--- src/design/pin_function_pkg.sv ---
// shared constants of the pin function selection block
package pin_function_pkg;
	// register byte offsets
	localparam logic [7:0] OFS_DIR_A = 8'h00;
	localparam logic [7:0] OFS_DIR_B = 8'h04;
	localparam logic [7:0] OFS_DATA_A = 8'h08;
	localparam logic [7:0] OFS_DATA_B = 8'h0C;
	localparam logic [7:0] OFS_PIN_A = 8'h10;
	localparam logic [7:0] OFS_PIN_B = 8'h14;
	localparam logic [7:0] OFS_ANS_A = 8'h18;
	localparam logic [7:0] OFS_ANS_B = 8'h1C;
	localparam logic [7:0] OFS_PU_A = 8'h20;
	localparam logic [7:0] OFS_PU_B = 8'h24;
	localparam logic [7:0] OFS_IOC_A = 8'h28;
	localparam logic [7:0] OFS_IOC_B = 8'h2C;
	localparam logic [7:0] OFS_STAT = 8'h30;
	localparam logic [7:0] OFS_MASK = 8'h34;
	localparam logic [7:0] OFS_MODE = 8'h38;
	localparam logic [7:0] OFS_DBG = 8'h3C;
	localparam logic [7:0] OFS_CONV = 8'h40;
	localparam logic [7:0] OFS_OPT = 8'h44;
	localparam logic [7:0] OFS_PE1 = 8'h48;
	localparam logic [4:0] NUM_REGS = 5'h13;
	// reset values
	localparam logic [7:0] DIR_RESET = 8'hFF;
	localparam logic [7:0] CLEAR_RESET = 8'h00;
	localparam logic [16:0] STAT_RESET = 17'h00000;
	// field positions
	localparam int DBG_EN_BIT = 0;
	localparam int DBG_ANALOG_BIT = 1;
	localparam int DBG_SEL_LSB = 4;
	localparam int CONV_SRC_LSB = 0;
	localparam int OPT_TIMER_ZERO_SOURCE_BIT_BIT = 0;
	localparam int OPT_EXT_INTERRUPT_ENABLE_BIT_BIT = 1;
	localparam int OPT_MASTER_CLEAR_ENABLE_BIT_BIT = 2;
	localparam int OPT_TWI_BIT = 3;
	localparam int PE1_SPU_BIT = 1;
	localparam int PE1_DESAT_BIT = 2;
	localparam int PE1_FBRES_BIT = 3;
	localparam int ROLE_LSB = 0;
	localparam int STAT_EXT_BIT = 16;
	// sync_role_field encodings
	localparam logic [1:0] ROLE_STANDALONE = 2'h0;
	localparam logic [1:0] ROLE_MASTER = 2'h1;
	localparam logic [1:0] ROLE_SLAVE = 2'h2;
	// pin positions in the joined {port b, port a} vector
	localparam int PIN_DBG = 0;
	localparam int PIN_SYNC = 1;
	localparam int PIN_T0 = 2;
	localparam int PIN_EXTERNAL_RESET_INPUT = 5;
	localparam int PIN_SCL = 7;
	localparam int PIN_SDA = 8;
	localparam int PIN_VREF = 9;
	localparam logic [15:0] OPEN_DRAIN_MASK = 16'h0180;
	localparam logic [15:0] INPUT_ONLY_MASK = 16'h0020;
	// converter channel n -> pin position
	localparam logic [7:0][3:0] CHAN_PIN = {4'hE, 4'hD, 4'hC, 4'h9,
		4'h3, 4'h2, 4'h1, 4'h0};
endpackage

--- src/design/pin_drive_cell.sv ---
// output driver selection for one port pin
`timescale 1ns/10ps
module pin_drive_cell (
	// software setting
	input wire logic dir_in,
	input wire logic data_in,
	// alternate function claim
	input wire logic alt_en_in,
	input wire logic alt_val_in,
	// pad kind and forced release
	input wire logic open_drain_in,
	input wire logic hold_off_in,
	// pad side
	output logic out_out,
	output logic oe_n_out
);
	logic drive_val;
	logic drive_en;

	// alternate function wins over port data; hold keeps driver off
	always_comb
	begin
		drive_val = alt_en_in ? alt_val_in : data_in;
		drive_en = !hold_off_in && (alt_en_in || !dir_in);
		if (open_drain_in)
		begin
			out_out = 1'b0;
			oe_n_out = !(drive_en && !drive_val);
		end
		else
		begin
			out_out = drive_val;
			oe_n_out = !drive_en;
		end
	end
endmodule // pin_drive_cell

--- src/design/change_detect.sv ---
// level change and rising edge detector for port pins
`timescale 1ns/10ps
module change_detect #(
	parameter int WIDTH = 16
) (
	// clock and reset
	input wire logic clock_in,
	input wire logic rst_n_in,
	// sampled pin levels
	input wire logic [WIDTH-1:0] level_in,
	// one-cycle events
	output logic [WIDTH-1:0] change_out,
	output logic [WIDTH-1:0] rise_out
);
	logic [WIDTH-1:0] prev_r;
	logic armed_r;

	// armed after the first sample, so a high pin at reset is no edge
	always_ff @(posedge clock_in or negedge rst_n_in)
	begin
		if (!rst_n_in)
		begin
			prev_r <= '0;
			armed_r <= 1'b0;
		end
		else
		begin
			prev_r <= level_in;
			armed_r <= 1'b1;
		end
	end

	assign change_out = armed_r ? (level_in ^ prev_r) : '0;
	assign rise_out = armed_r ? (level_in & ~prev_r) : '0;
endmodule // change_detect

--- src/design/pin_function_select.sv ---
// pin function selection for the general-purpose port pins
`timescale 1ns/10ps
module pin_function_select
	import pin_function_pkg::*;
(
	// clock and reset
	input wire logic clock_in,
	input wire logic rst_n_in,
	// apb slave
	input wire logic psel_in,
	input wire logic penable_in,
	input wire logic pwrite_in,
	input wire logic [7:0] paddr_in,
	input wire logic [31:0] pwdata_in,
	output logic [31:0] prdata_out,
	output logic pready_out,
	output logic pslverr_out,
	// port a pads
	input wire logic [7:0] port_a_pin_in,
	output logic [7:0] port_a_pin_out,
	output logic [7:0] port_a_pin_oe_n_out,
	output logic [7:0] port_a_pullup_out,
	// port b pads
	input wire logic [7:0] port_b_pin_in,
	output logic [7:0] port_b_pin_out,
	output logic [7:0] port_b_pin_oe_n_out,
	output logic [7:0] port_b_pullup_out,
	// analog routing
	output logic [7:0] adc_channel_connect_out,
	output logic second_reference_output_out,
	output logic debug_analog_connect_out,
	output logic [3:0] debug_analog_source_out,
	// debug monitor sources
	input wire logic [15:0] debug_digital_in,
	// switching frequency sync
	input wire logic sync_clock_gen_in,
	output logic sync_clock_pin_recv_out,
	// timer zero, reset
	output logic timer_zero_ext_clock_out,
	output logic external_reset_input_out,
	// two-wire serial engine
	input wire logic scl_drive_low_in,
	input wire logic sda_drive_low_in,
	output logic scl_level_out,
	output logic sda_level_out,
	// current sense pad control
	output logic sense_input_pullup_out,
	output logic sense_amplifier_output_out,
	output logic desaturation_positive_input_out,
	// interrupt
	output logic irq_out
);
	//--------------------------------------------------
	// register file
	//--------------------------------------------------
	logic [7:0] regs_r [NUM_REGS];
	logic [16:0] status_r;
	logic [16:0] mask_r;
	logic [31:0] prdata_r;
	logic [31:0] rd_nxt;
	logic [4:0] idx;
	logic mapped;
	logic setup;
	logic wr;

	function automatic logic [4:0] idx_of(input logic [7:0] ofs);
		return ofs[6:2];
	endfunction

	function automatic logic is_mapped(input logic [7:0] a);
		return a[1:0] == 2'h0 && !a[7] && a[6:2] < NUM_REGS;
	endfunction

	// pin levels, status and mask are not in the plain array
	function automatic logic writable(input logic [4:0] i);
		return !(i == idx_of(OFS_PIN_A) || i == idx_of(OFS_PIN_B) ||
			i == idx_of(OFS_STAT) || i == idx_of(OFS_MASK));
	endfunction

	function automatic logic [7:0] reset_of(input logic [4:0] i);
		if (i == idx_of(OFS_DIR_A) || i == idx_of(OFS_DIR_B))
			return DIR_RESET;
		return CLEAR_RESET;
	endfunction

	assign idx = paddr_in[6:2];
	assign mapped = is_mapped(paddr_in);
	assign setup = psel_in && !penable_in;
	assign wr = psel_in && penable_in && pwrite_in && mapped;
	// zero wait states; unmapped access errors in the access phase
	assign pready_out = 1'b1;
	assign pslverr_out = psel_in && penable_in && !mapped;
	assign prdata_out = prdata_r;

	// plain configuration registers
	always_ff @(posedge clock_in or negedge rst_n_in)
	begin
		if (!rst_n_in)
		begin
			for (int i = 0; i < int'(NUM_REGS); i++)
				regs_r[i] <= reset_of(5'(i));
		end
		else if (wr && writable(idx))
		begin
			regs_r[idx] <= pwdata_in[7:0];
		end
	end

	//--------------------------------------------------
	// register views
	//--------------------------------------------------
	logic [15:0] pin16;
	logic [15:0] dir16;
	logic [15:0] data16;
	logic [15:0] ans16;
	logic [15:0] pu16;
	logic [15:0] iocen16;
	logic [15:0] gp16;
	logic [7:0] mode_q;
	logic [7:0] dbg_q;
	logic [7:0] opt_q;
	logic [7:0] pe1_q;
	logic [1:0] role;
	logic master;
	logic slave;
	logic dbg_en;
	logic dbg_analog;
	logic master_clear_enable_bit;
	logic twi;

	assign pin16 = {port_b_pin_in, port_a_pin_in};
	assign dir16 = {regs_r[idx_of(OFS_DIR_B)], regs_r[idx_of(OFS_DIR_A)]};
	assign data16 = {regs_r[idx_of(OFS_DATA_B)],
		regs_r[idx_of(OFS_DATA_A)]};
	assign ans16 = {regs_r[idx_of(OFS_ANS_B)], regs_r[idx_of(OFS_ANS_A)]};
	assign pu16 = {regs_r[idx_of(OFS_PU_B)], regs_r[idx_of(OFS_PU_A)]};
	assign iocen16 = {regs_r[idx_of(OFS_IOC_B)],
		regs_r[idx_of(OFS_IOC_A)]};
	assign mode_q = regs_r[idx_of(OFS_MODE)];
	assign dbg_q = regs_r[idx_of(OFS_DBG)];
	assign opt_q = regs_r[idx_of(OFS_OPT)];
	assign pe1_q = regs_r[idx_of(OFS_PE1)];
	// a reserved role code behaves as standalone
	assign role = mode_q[ROLE_LSB +: 2];
	assign master = role == ROLE_MASTER;
	assign slave = role == ROLE_SLAVE;
	assign dbg_en = dbg_q[DBG_EN_BIT];
	assign dbg_analog = dbg_q[DBG_ANALOG_BIT];
	assign master_clear_enable_bit = opt_q[OPT_MASTER_CLEAR_ENABLE_BIT_BIT];
	assign twi = opt_q[OPT_TWI_BIT];
	// pin five reads low while it serves as reset
	assign gp16 = pin16 & ~(master_clear_enable_bit ? INPUT_ONLY_MASK : 16'h0000);

	// read data is captured in the setup phase
	always_comb
	begin
		rd_nxt = 32'h00000000;
		if (mapped)
		begin
			if (idx == idx_of(OFS_PIN_A))
				rd_nxt = {24'h000000, gp16[7:0]};
			else if (idx == idx_of(OFS_PIN_B))
				rd_nxt = {24'h000000, gp16[15:8]};
			else if (idx == idx_of(OFS_STAT))
				rd_nxt = {15'h0000, status_r};
			else if (idx == idx_of(OFS_MASK))
				rd_nxt = {15'h0000, mask_r};
			else
				rd_nxt = {24'h000000, regs_r[idx]};
		end
	end

	always_ff @(posedge clock_in or negedge rst_n_in)
	begin
		if (!rst_n_in)
			prdata_r <= 32'h00000000;
		else if (setup && !pwrite_in)
			prdata_r <= rd_nxt;
	end

	//--------------------------------------------------
	// interrupt-on-change and external interrupt
	//--------------------------------------------------
	logic [15:0] chg16;
	logic [15:0] rise16;
	logic [15:0] ioc_set;
	logic ext_set;
	logic [16:0] stat_clr;

	change_detect #(
		.WIDTH(16)
	) u_change (
		.clock_in(clock_in),
		.rst_n_in(rst_n_in),
		.level_in(pin16),
		.change_out(chg16),
		.rise_out(rise16)
	);

	// open-drain pins keep change detection; reset pin does not
	assign ioc_set = chg16 & iocen16 &
		~(master_clear_enable_bit ? INPUT_ONLY_MASK : 16'h0000);
	assign ext_set = opt_q[OPT_EXT_INTERRUPT_ENABLE_BIT_BIT] && rise16[PIN_T0];
	assign stat_clr = (wr && idx == idx_of(OFS_STAT)) ?
		pwdata_in[16:0] : STAT_RESET;

	// write one to clear; a new event in the same cycle wins
	always_ff @(posedge clock_in or negedge rst_n_in)
	begin
		if (!rst_n_in)
			status_r <= STAT_RESET;
		else
			status_r <= (status_r & ~stat_clr) | {ext_set, ioc_set};
	end

	always_ff @(posedge clock_in or negedge rst_n_in)
	begin
		if (!rst_n_in)
			mask_r <= STAT_RESET;
		else if (wr && idx == idx_of(OFS_MASK))
			mask_r <= pwdata_in[16:0];
	end

	assign irq_out = |(status_r & mask_r);

	//--------------------------------------------------
	// alternate function claims
	//--------------------------------------------------
	logic [15:0] alt_en;
	logic [15:0] alt_val;
	logic [15:0] hold;
	logic [15:0] out16;
	logic [15:0] oe_n16;

	// analog claims only release the digital driver
	always_comb
	begin
		alt_en = 16'h0000;
		alt_val = 16'h0000;
		hold = INPUT_ONLY_MASK;
		if (dbg_en && dbg_analog)
			hold[PIN_DBG] = 1'b1;
		else if (dbg_en)
		begin
			alt_en[PIN_DBG] = 1'b1;
			alt_val[PIN_DBG] = debug_digital_in[dbg_q[DBG_SEL_LSB +: 4]];
		end
		if (master)
		begin
			alt_en[PIN_SYNC] = 1'b1;
			alt_val[PIN_SYNC] = sync_clock_gen_in;
			hold[PIN_VREF] = 1'b1;
		end
		if (slave)
			hold[PIN_SYNC] = 1'b1;
		// the engine owns the pad only once software made it an input
		if (twi && dir16[PIN_SCL])
		begin
			alt_en[PIN_SCL] = 1'b1;
			alt_val[PIN_SCL] = !scl_drive_low_in;
		end
		if (twi && dir16[PIN_SDA])
		begin
			alt_en[PIN_SDA] = 1'b1;
			alt_val[PIN_SDA] = !sda_drive_low_in;
		end
	end

	for (genvar i = 0; i < 16; i++)
	begin : g_pin
		pin_drive_cell u_cell (
			.dir_in(dir16[i]),
			.data_in(data16[i]),
			.alt_en_in(alt_en[i]),
			.alt_val_in(alt_val[i]),
			.open_drain_in(OPEN_DRAIN_MASK[i]),
			.hold_off_in(hold[i]),
			.out_out(out16[i]),
			.oe_n_out(oe_n16[i])
		);
	end

	assign port_a_pin_out = out16[7:0];
	assign port_b_pin_out = out16[15:8];
	assign port_a_pin_oe_n_out = oe_n16[7:0];
	assign port_b_pin_oe_n_out = oe_n16[15:8];
	// pull-up only while not driving, never on open-drain pads
	assign {port_b_pullup_out, port_a_pullup_out} =
		pu16 & oe_n16 & ~OPEN_DRAIN_MASK;

	//--------------------------------------------------
	// analog routing and side signals
	//--------------------------------------------------
	always_comb
	begin
		for (int c = 0; c < 8; c++)
			adc_channel_connect_out[c] = dir16[CHAN_PIN[c]] &&
				ans16[CHAN_PIN[c]];
	end

	assign second_reference_output_out = master;
	assign debug_analog_connect_out = dbg_en && dbg_analog;
	assign debug_analog_source_out = regs_r[idx_of(OFS_CONV)]
		[CONV_SRC_LSB +: 4];
	assign sync_clock_pin_recv_out = slave && pin16[PIN_SYNC];
	assign timer_zero_ext_clock_out = opt_q[OPT_TIMER_ZERO_SOURCE_BIT_BIT] &&
		pin16[PIN_T0];
	assign external_reset_input_out = master_clear_enable_bit && !pin16[PIN_EXTERNAL_RESET_INPUT];
	assign scl_level_out = pin16[PIN_SCL];
	assign sda_level_out = pin16[PIN_SDA];
	assign sense_input_pullup_out = pe1_q[PE1_SPU_BIT];
	// amplifier reaches the pad only when both other uses are off
	assign sense_amplifier_output_out = !pe1_q[PE1_DESAT_BIT] &&
		!pe1_q[PE1_FBRES_BIT];
	assign desaturation_positive_input_out =
		!sense_amplifier_output_out;
endmodule // pin_function_select

--- config.mk ---
export PLATFORM = sky130hd
export DESIGN_NAME = pin_function_select
export DESIGN_NICKNAME = d
export VERILOG_FILES = /design/src/design/pin_function_pkg.sv /design/src/design/pin_drive_cell.sv /design/src/design/change_detect.sv /design/src/design/pin_function_select.sv
export SDC_FILE = /design/constraint.sdc
export NUM_CORES = 1
export LEC_CHECK = 0
export ABC_AREA = 1
export BUFFER_PORTS_ARGS = -buffer_cell sky130_fd_sc_hd__buf_2
export CAP_MARGIN = 20
export CORE_UTILIZATION = 30
export DETAILED_ROUTE_END_ITERATION = 6
export GPL_ROUTABILITY_DRIVEN = 0
export PLACE_DENSITY = 0.58
export SLEW_MARGIN = 30
export SYNTH_ARGS = -nofsm -noshare
export SYNTH_HDL_FRONTEND = slang
export SYNTH_SLANG_ARGS = --single-unit
--- constraint.sdc ---
create_clock -name clock_in -period 2.29 [get_ports clock_in]
set_clock_uncertainty 0.05 [all_clocks]
set_input_delay 0.458 -clock clock_in [delete_from_list [all_inputs] [get_ports clock_in]]
set_output_delay 0.458 -clock clock_in [all_outputs]
set_load 0.03 [all_outputs]
==> flow_summary.yaml, run 1 <==
run_status:
  status: "finished with violations"
  violations: "DRC, setup timing"
synth:
  synth_xor_xnor_area_share: 0.0008038
  synthSimpleGateAreaFrac: 0.2631
  syn_inst: 1390
  synthFlopType: "dfrtp_1"
  synth_compound_area_frac: 0.1234
  synth_top_area_share: 0.4685
  synth_area_um2: 10900
  yosysSeqAreaShare: 0.5071
  synth.area.top_cells: "dfrtp_1, nand2_1, o21ai_0"
  synth_edf_count: 0
  synth_top_family_by_area: "simple AND/OR/NAND/NOR gates"
  syn_area_per_cell_um2: 7.839
  muxShareOfSynthArea: 0
  ys_warn_count: 0
  ys_async_sr_fraction: 1.000
  ys_types: 39
  synth_fa_ha_area_frac: 0.001148
  ys_ff_latch: 220
  yosys.area.top_type: "dfrtp_1"
drt:
  num_vias: 9382
  wl_per_cell_um: 17.29
  wl_met3_um: 1790
  drc: 52
  routed-wl-met2_um: 15870
  drt_pre_antenna_iters: 7
  drt_iter0_drc: 667
  drt-total-wl_um: 34420
  drtAntennaViolNets: 0
  viasPerCell: 4.712
  top_layer_used: "met4"
  met1_length_um: 15910
power_and_ir_drop:
  seqPwrFrac: 0.454
  clock_power_share: 0.474
  finalPower_mw: 8.807
  internal_power_mw: 6.655
  irDropWorstVdd_v: 0.0004483
  swShare: 0.2444
  comb_power_share: 0.072
  power_leakage_nw: 6.779
  p_per_area_nw_per_um2: 674.8
  switchingPower_mw: 2.152
floorplan:
  die_y_um: 192.6
  start_util: 0.3056
  core_um2: 35660
  fp.dieW_um: 192.6
  io-pin-count: 185
  num_rows: 69
  die_area_um2: 37090
layout:
  finalInstanceArea_um2: 13050
  drive_gt1_frac: 0.2112
  final_common_cell: "nand2_1"
  synthToLayoutAreaGrowth_pct: 19.77
  final_cell_mix: "nand2_1, dfrtp_1, o21ai_0, buf_2"
  finalNetCount: 1590
worst_setup_path:
  arrival_ns: 1.86
  critPathLaunchType: "flop"
  path_max_fanout: 8
  cp.required_ns: 1.78
  crit_type: "reg2out"
  max_stage_delay_ns: 0.43
  slowest_stage: "dfrtp_2"
  worstPathCellList: "buf_6 > o21ai_1 > o22ai_1 > o211ai_1 > nand3_1 > o21ai_1 > inv_1 > buf_6"
  cp-end-kind: "output port"
grt:
  grt_pass1_wl_um: 54140
  grt_pass1_vias: 9258
  antenna_found_initial: 0
  grt.overflow.total: 0
  grt_util_all_layers: 0.1907
  grt_max_degree: 78
sta:
  post-route-period-util: 1.033
  finalHoldViolCount: 0
  max_clock_freq_ghz: 0.4226
  holdWs_ns: 0.01942
  fin_crit_ns: 2.366
  rsz0062_at_grt: "true"
  setup_viol: 1
  slew_headroom: 0.3894
  tightest_slew_ns: 0.9126
  maxSlewViolCount: 0
  fin_ws_ns: -0.07624
place:
  hpwl_um: 24600
  port_buffers: 148
  place_area_um2: 12060
clock_tree:
  path_clk_slew_ns: 0.06
  clk_latency_ns: 0.54
  cts_made_buffers: 26
  cts-root-buf: "clkbuf_16"
  cts_tree: "yes"
  cts_sinks: 220
  cts_htree_levels: 1
  cts_buffer_depth: 3
job:
  drv_cap: 0
hold_path:
  hold_class: "in2reg"
==> kinds of logic after synthesis <==
kind of cell	count (synthesis)
AOI/OAI and AO/OA	245
xor gates and xnor gates	1
adders and majority gates	1
buffers and inverters	223
DFF	220
other	2
and+or+nand+nor	698
==> power groups by stage <==
stage	Clock [mW]	Sequential [mW]	Combinational, mW
after CTS	4.24	4.00	0.640
after floorplan	0	4.05	0.324
final	4.17	4.00	0.634
after detailed placement	0	4.07	0.635
after global routing	4.42	4.01	0.707
after global placement	0	4.06	0.627
==> through the flow <==
step | worst slack, ns | cells | TNS [ns] | utilization
5_1_grt | -0.1946 | 1990 | -0.2712 | 0.3660
3_5_place_dp | -0.08233 | 1939 | -1.424 | 0.3383
3_3_place_gp | -0.06730 | 1939 | -0.7296 | 0.3383
2_1_floorplan | 0.3057 | 1410 | 0 | -
4_1_cts | -0.08813 | 1989 | -0.08813 | 0.3643
6_report | -0.07624 | 1991 | -0.07624 | 0.3660
==> Yosys cell counts, types with 10 or more instances <==
cell and count:
nand2_1 555, nand3_1 46, clkbuf_1 69, nor3_1 10, buf_2 16, inv_1 68
a21oi_1 13, buf_4 57, dfrtp_1 204, dfstp_2 16, nor2_1 61, a22oi_1 20
o21ai_0 189
==> critical path, delay by kind of cell (launching register included) <==
kind	cells	cell delay (ns)
compound gates	4	0.46
flops	1	0.43
buf+inv	3	0.33
simple gates	1	0.08
==> layer usage <==
metal	up-vias	GRT usage
met2	288	0.3059
li1	4588	-
met1	4450	0.2682
met3	56	0.02382
met5	-	0
met4	0	0.05421
==> state kept, by name, summed over array words and instances (netlist names), 16 cells and up <==
signal and count:
prdata_out 17, regs_r 36, dir16 16, pu16 16, u_change.prev_r 16, status_r 17, iocen16 16, ans16 16
data16 16, mask_r 17
==> final timing paths <==
kind / from / end / slack (ns) / cells past startpoint
max: dbg_q[4]$_DFFE_PN0P_ / port_a_pin_out[0] / -0.08 / 8
min: port_b_pin_in[5] / u_change.prev_r[13]$_DFF_PN0_ / 0.02 / 1
max reg2reg: iocen16[11]$_DFFE_PN0P_ / prdata_out[3]$_DFFE_PN0P_ / 0.56 / 14
min reg2reg: regs_r[54]$_DFFE_PN0P_ / regs_r[54]$_DFFE_PN0P_ / 0.33 / 0
max in group asynchronous: rst_n_in / dir16[1]$_DFFE_PN1P_ / 0.99 / 3
min in group asynchronous: rst_n_in / pu16[12]$_DFFE_PN0P_ / 0.47 / 2
==> what timing repair did <==
action,CTS,global route
setup endpoints to repair,3,5
endpoints found under the hold margin,57,1
setup buffers,1,0
hold buffers,1,1
pin swaps,1,7
gates resized for setup,15,19
==> final cells by class <==
type                            instances  area [um^2]
Fill cell                            3726        22600
Sequential cell                       220         5528
Multi-Input combinational cell        967         4369
Timing Repair Buffer                  221         1419
Clock buffer                           42        810.8
Tap cell                              461        576.8
Inverter                               73        274.0
Clock inverter                          6        71.32
Antenna cell                            1        2.502
No activity file was read; power rests on OpenSTA's default activity.
==> run 2, diff against run 1 <==
REMOVE_ABC_BUFFERS = 1   (was default)
==> run 2 against run 1 <==
Compared with the run above: the run still ends with DRC, setup timing left; cell count down 0.30%; clock-buffer cell count down 3; cell area down 0.76%; first-iteration DRC count down 12%; fmax up 1.8%; sequential power about the same; non-clock buffer count down 3; critical path type unchanged; largest power group is now registers; highest routed layer unchanged.
==> flow_summary.yaml, run 2 (synthesized netlist as in run 1, its figures left out) <==
run_status:
  status: "finished with violations"
  violations: "DRC, setup timing"
drt:
  drt-total-wl_um: 33220
  viasPerCell: 4.689
  wl_per_cell_um: 16.74
  num_vias: 9308
  drt_pre_antenna_iters: 7
  drc: 48
  drtAntennaViolNets: 0
  drt_iter0_drc: 586
clock_tree:
  cts_tree: "yes"
  clk_latency_ns: 0.52
  cts_htree_levels: 1
  cts_made_buffers: 25
  cts_sinks: 220
  cts-root-buf: "clkbuf_16"
  cts_buffer_depth: 3
  path_clk_slew_ns: 0.06
job:
  drv_cap: 0
floorplan:
  num_rows: 69
  die_y_um: 192.6
  die_area_um2: 37090
  start_util: 0.3056
  core_um2: 35660
  fp.dieW_um: 192.6
  io-pin-count: 185
layout:
  synthToLayoutAreaGrowth_pct: 18.87
  finalNetCount: 1586
  final_common_cell: "nand2_1"
  final_core_util: 0.3633
  drive_gt1_frac: 0.2055
  largest_reg_flops: 36
  final_cell_mix: "nand2_1, dfrtp_1, o21ai_0, buf_2, inv_1"
  largest_register: "regs_r"
worst_setup_path:
  r2r_start: "iocen16[13]$_DFFE_PN0P_"
  cp.required_ns: 1.78
  arrival_ns: 1.82
  worstSetupStartpoint: "dbg_q[4]$_DFFE_PN0P_"
  reg2reg_to: "prdata_out[5]$_DFFE_PN0P_"
  reg2regPathDepth: 12
  critPathLaunchType: "flop"
  path_max_fanout: 6
  cp-end-kind: "output port"
  crit_type: "reg2out"
  rrSetupSlack_ns: 0.50
sta:
  slew_headroom: 0.5058
  fin_crit_ns: 2.323
  finalHoldViolCount: 0
  holdWs_ns: 0.04389
  post-route-period-util: 1.015
  rsz0062_at_grt: "true"
  tightest_slew_ns: 0.7405
  max_clock_freq_ghz: 0.4304
  maxSlewViolCount: 0
  setup_viol: 1
  fin_ws_ns: -0.03345
hold_path:
  worstHoldPathCells: 1
  min_to: "u_change.prev_r[0]$_DFF_PN0_"
  hp-start: "port_a_pin_in[0]"
  hold_class: "in2reg"
grt:
  grt.overflow.total: 0
  grt_max_degree: 69
  grt_pass1_vias: 8979
  antenna_found_initial: 0
  grt_pass1_wl_um: 52010
  grt_util_all_layers: 0.1839
power_and_ir_drop:
  p_per_area_nw_per_um2: 660.6
  irDropWorstVdd_v: 0.0005187
  power_leakage_nw: 6.741
place:
  port_buffers: 148
  place_ws_ns: -0.09037
  hpwl_um: 23770
run 2: layer usage:
layer,wire length (um),vias to the layer above,track usage
met3,1753,38,0.02491
li1,-,4582,-
met5,0,-,0
met2,15550,263,0.2961
met1,15150,4425,0.2587
met4,769,0,0.04634
run 2: worst max path at each step:
stage | to | slack [ns]
3_3_place_gp | prdata_out[4]$_DFFE_PN0P_ | -0.14
3_5_place_dp | dir16[10]$_DFFE_PN1P_ | -0.09
5_1_grt | port_a_pin_out[0] | -0.20
2_1_floorplan | prdata_out[6]$_DFFE_PN0P_ | -0.66
6_report | port_a_pin_out[0] | -0.03
4_1_cts | port_a_pin_out[0] | -0.07
run 2: repair_timing:
item / in CTS / in global routing
gates resized for setup: 13 / 7
hold buffers: 1 / 0
hold endpoints to repair: 50 / 0
gates cloned: 0 / 0
pin swaps: 2 / 4
setup endpoints to repair: 1 / 4
setup buffers: 2 / 1
run 2: critical path, stage by stage, from the launching register on:
cell and delay (ns):
dfrtp_2 0.45, buf_12 0.15, o21ai_2 0.09, nor2_1 0.05
nor2_1 0.07, o21ai_1 0.06, nand3b_1 0.08, nand3_1 0.07
o21ai_1 0.07, inv_1 0.06, buf_6 0.13
run 2: where the power goes:
part	total [mW]	switching (mW)	internal, mW
clock network	3.93	1.58	2.35
registers	4.00	0.0456	3.95
logic	0.633	0.452	0.182
total	8.56	2.08	6.48
run 2: per-stage QoR:
| step | TNS, ns | std cells | instance area (um^2) | power, mW |
|---|---|---|---|---|
| final | -0.03345 | 1985 | 12950 | 8.556 |
| after global routing | -0.2308 | 1984 | 12950 | 8.896 |
| after CTS | -0.06685 | 1983 | 12920 | 8.668 |
| after detailed placement | -0.5652 | 1935 | 12060 | 4.702 |
| after global placement | -0.8439 | 1935 | 12060 | 4.695 |
| after floorplan | -22.07 | 1260 | 10110 | 4.297 |
run 2: layout make-up:
class | count | area (um^2)
multi-input combinational | 967 | 4348
antenna | 1 | 2.502
sequential | 220 | 5528
tap | 461 | 576.8
timing repair buffer | 218 | 1416
clock inverter | 6 | 58.81
clock buffer | 39 | 748.2
inverter | 73 | 274.0
fill | 3721 | 22700
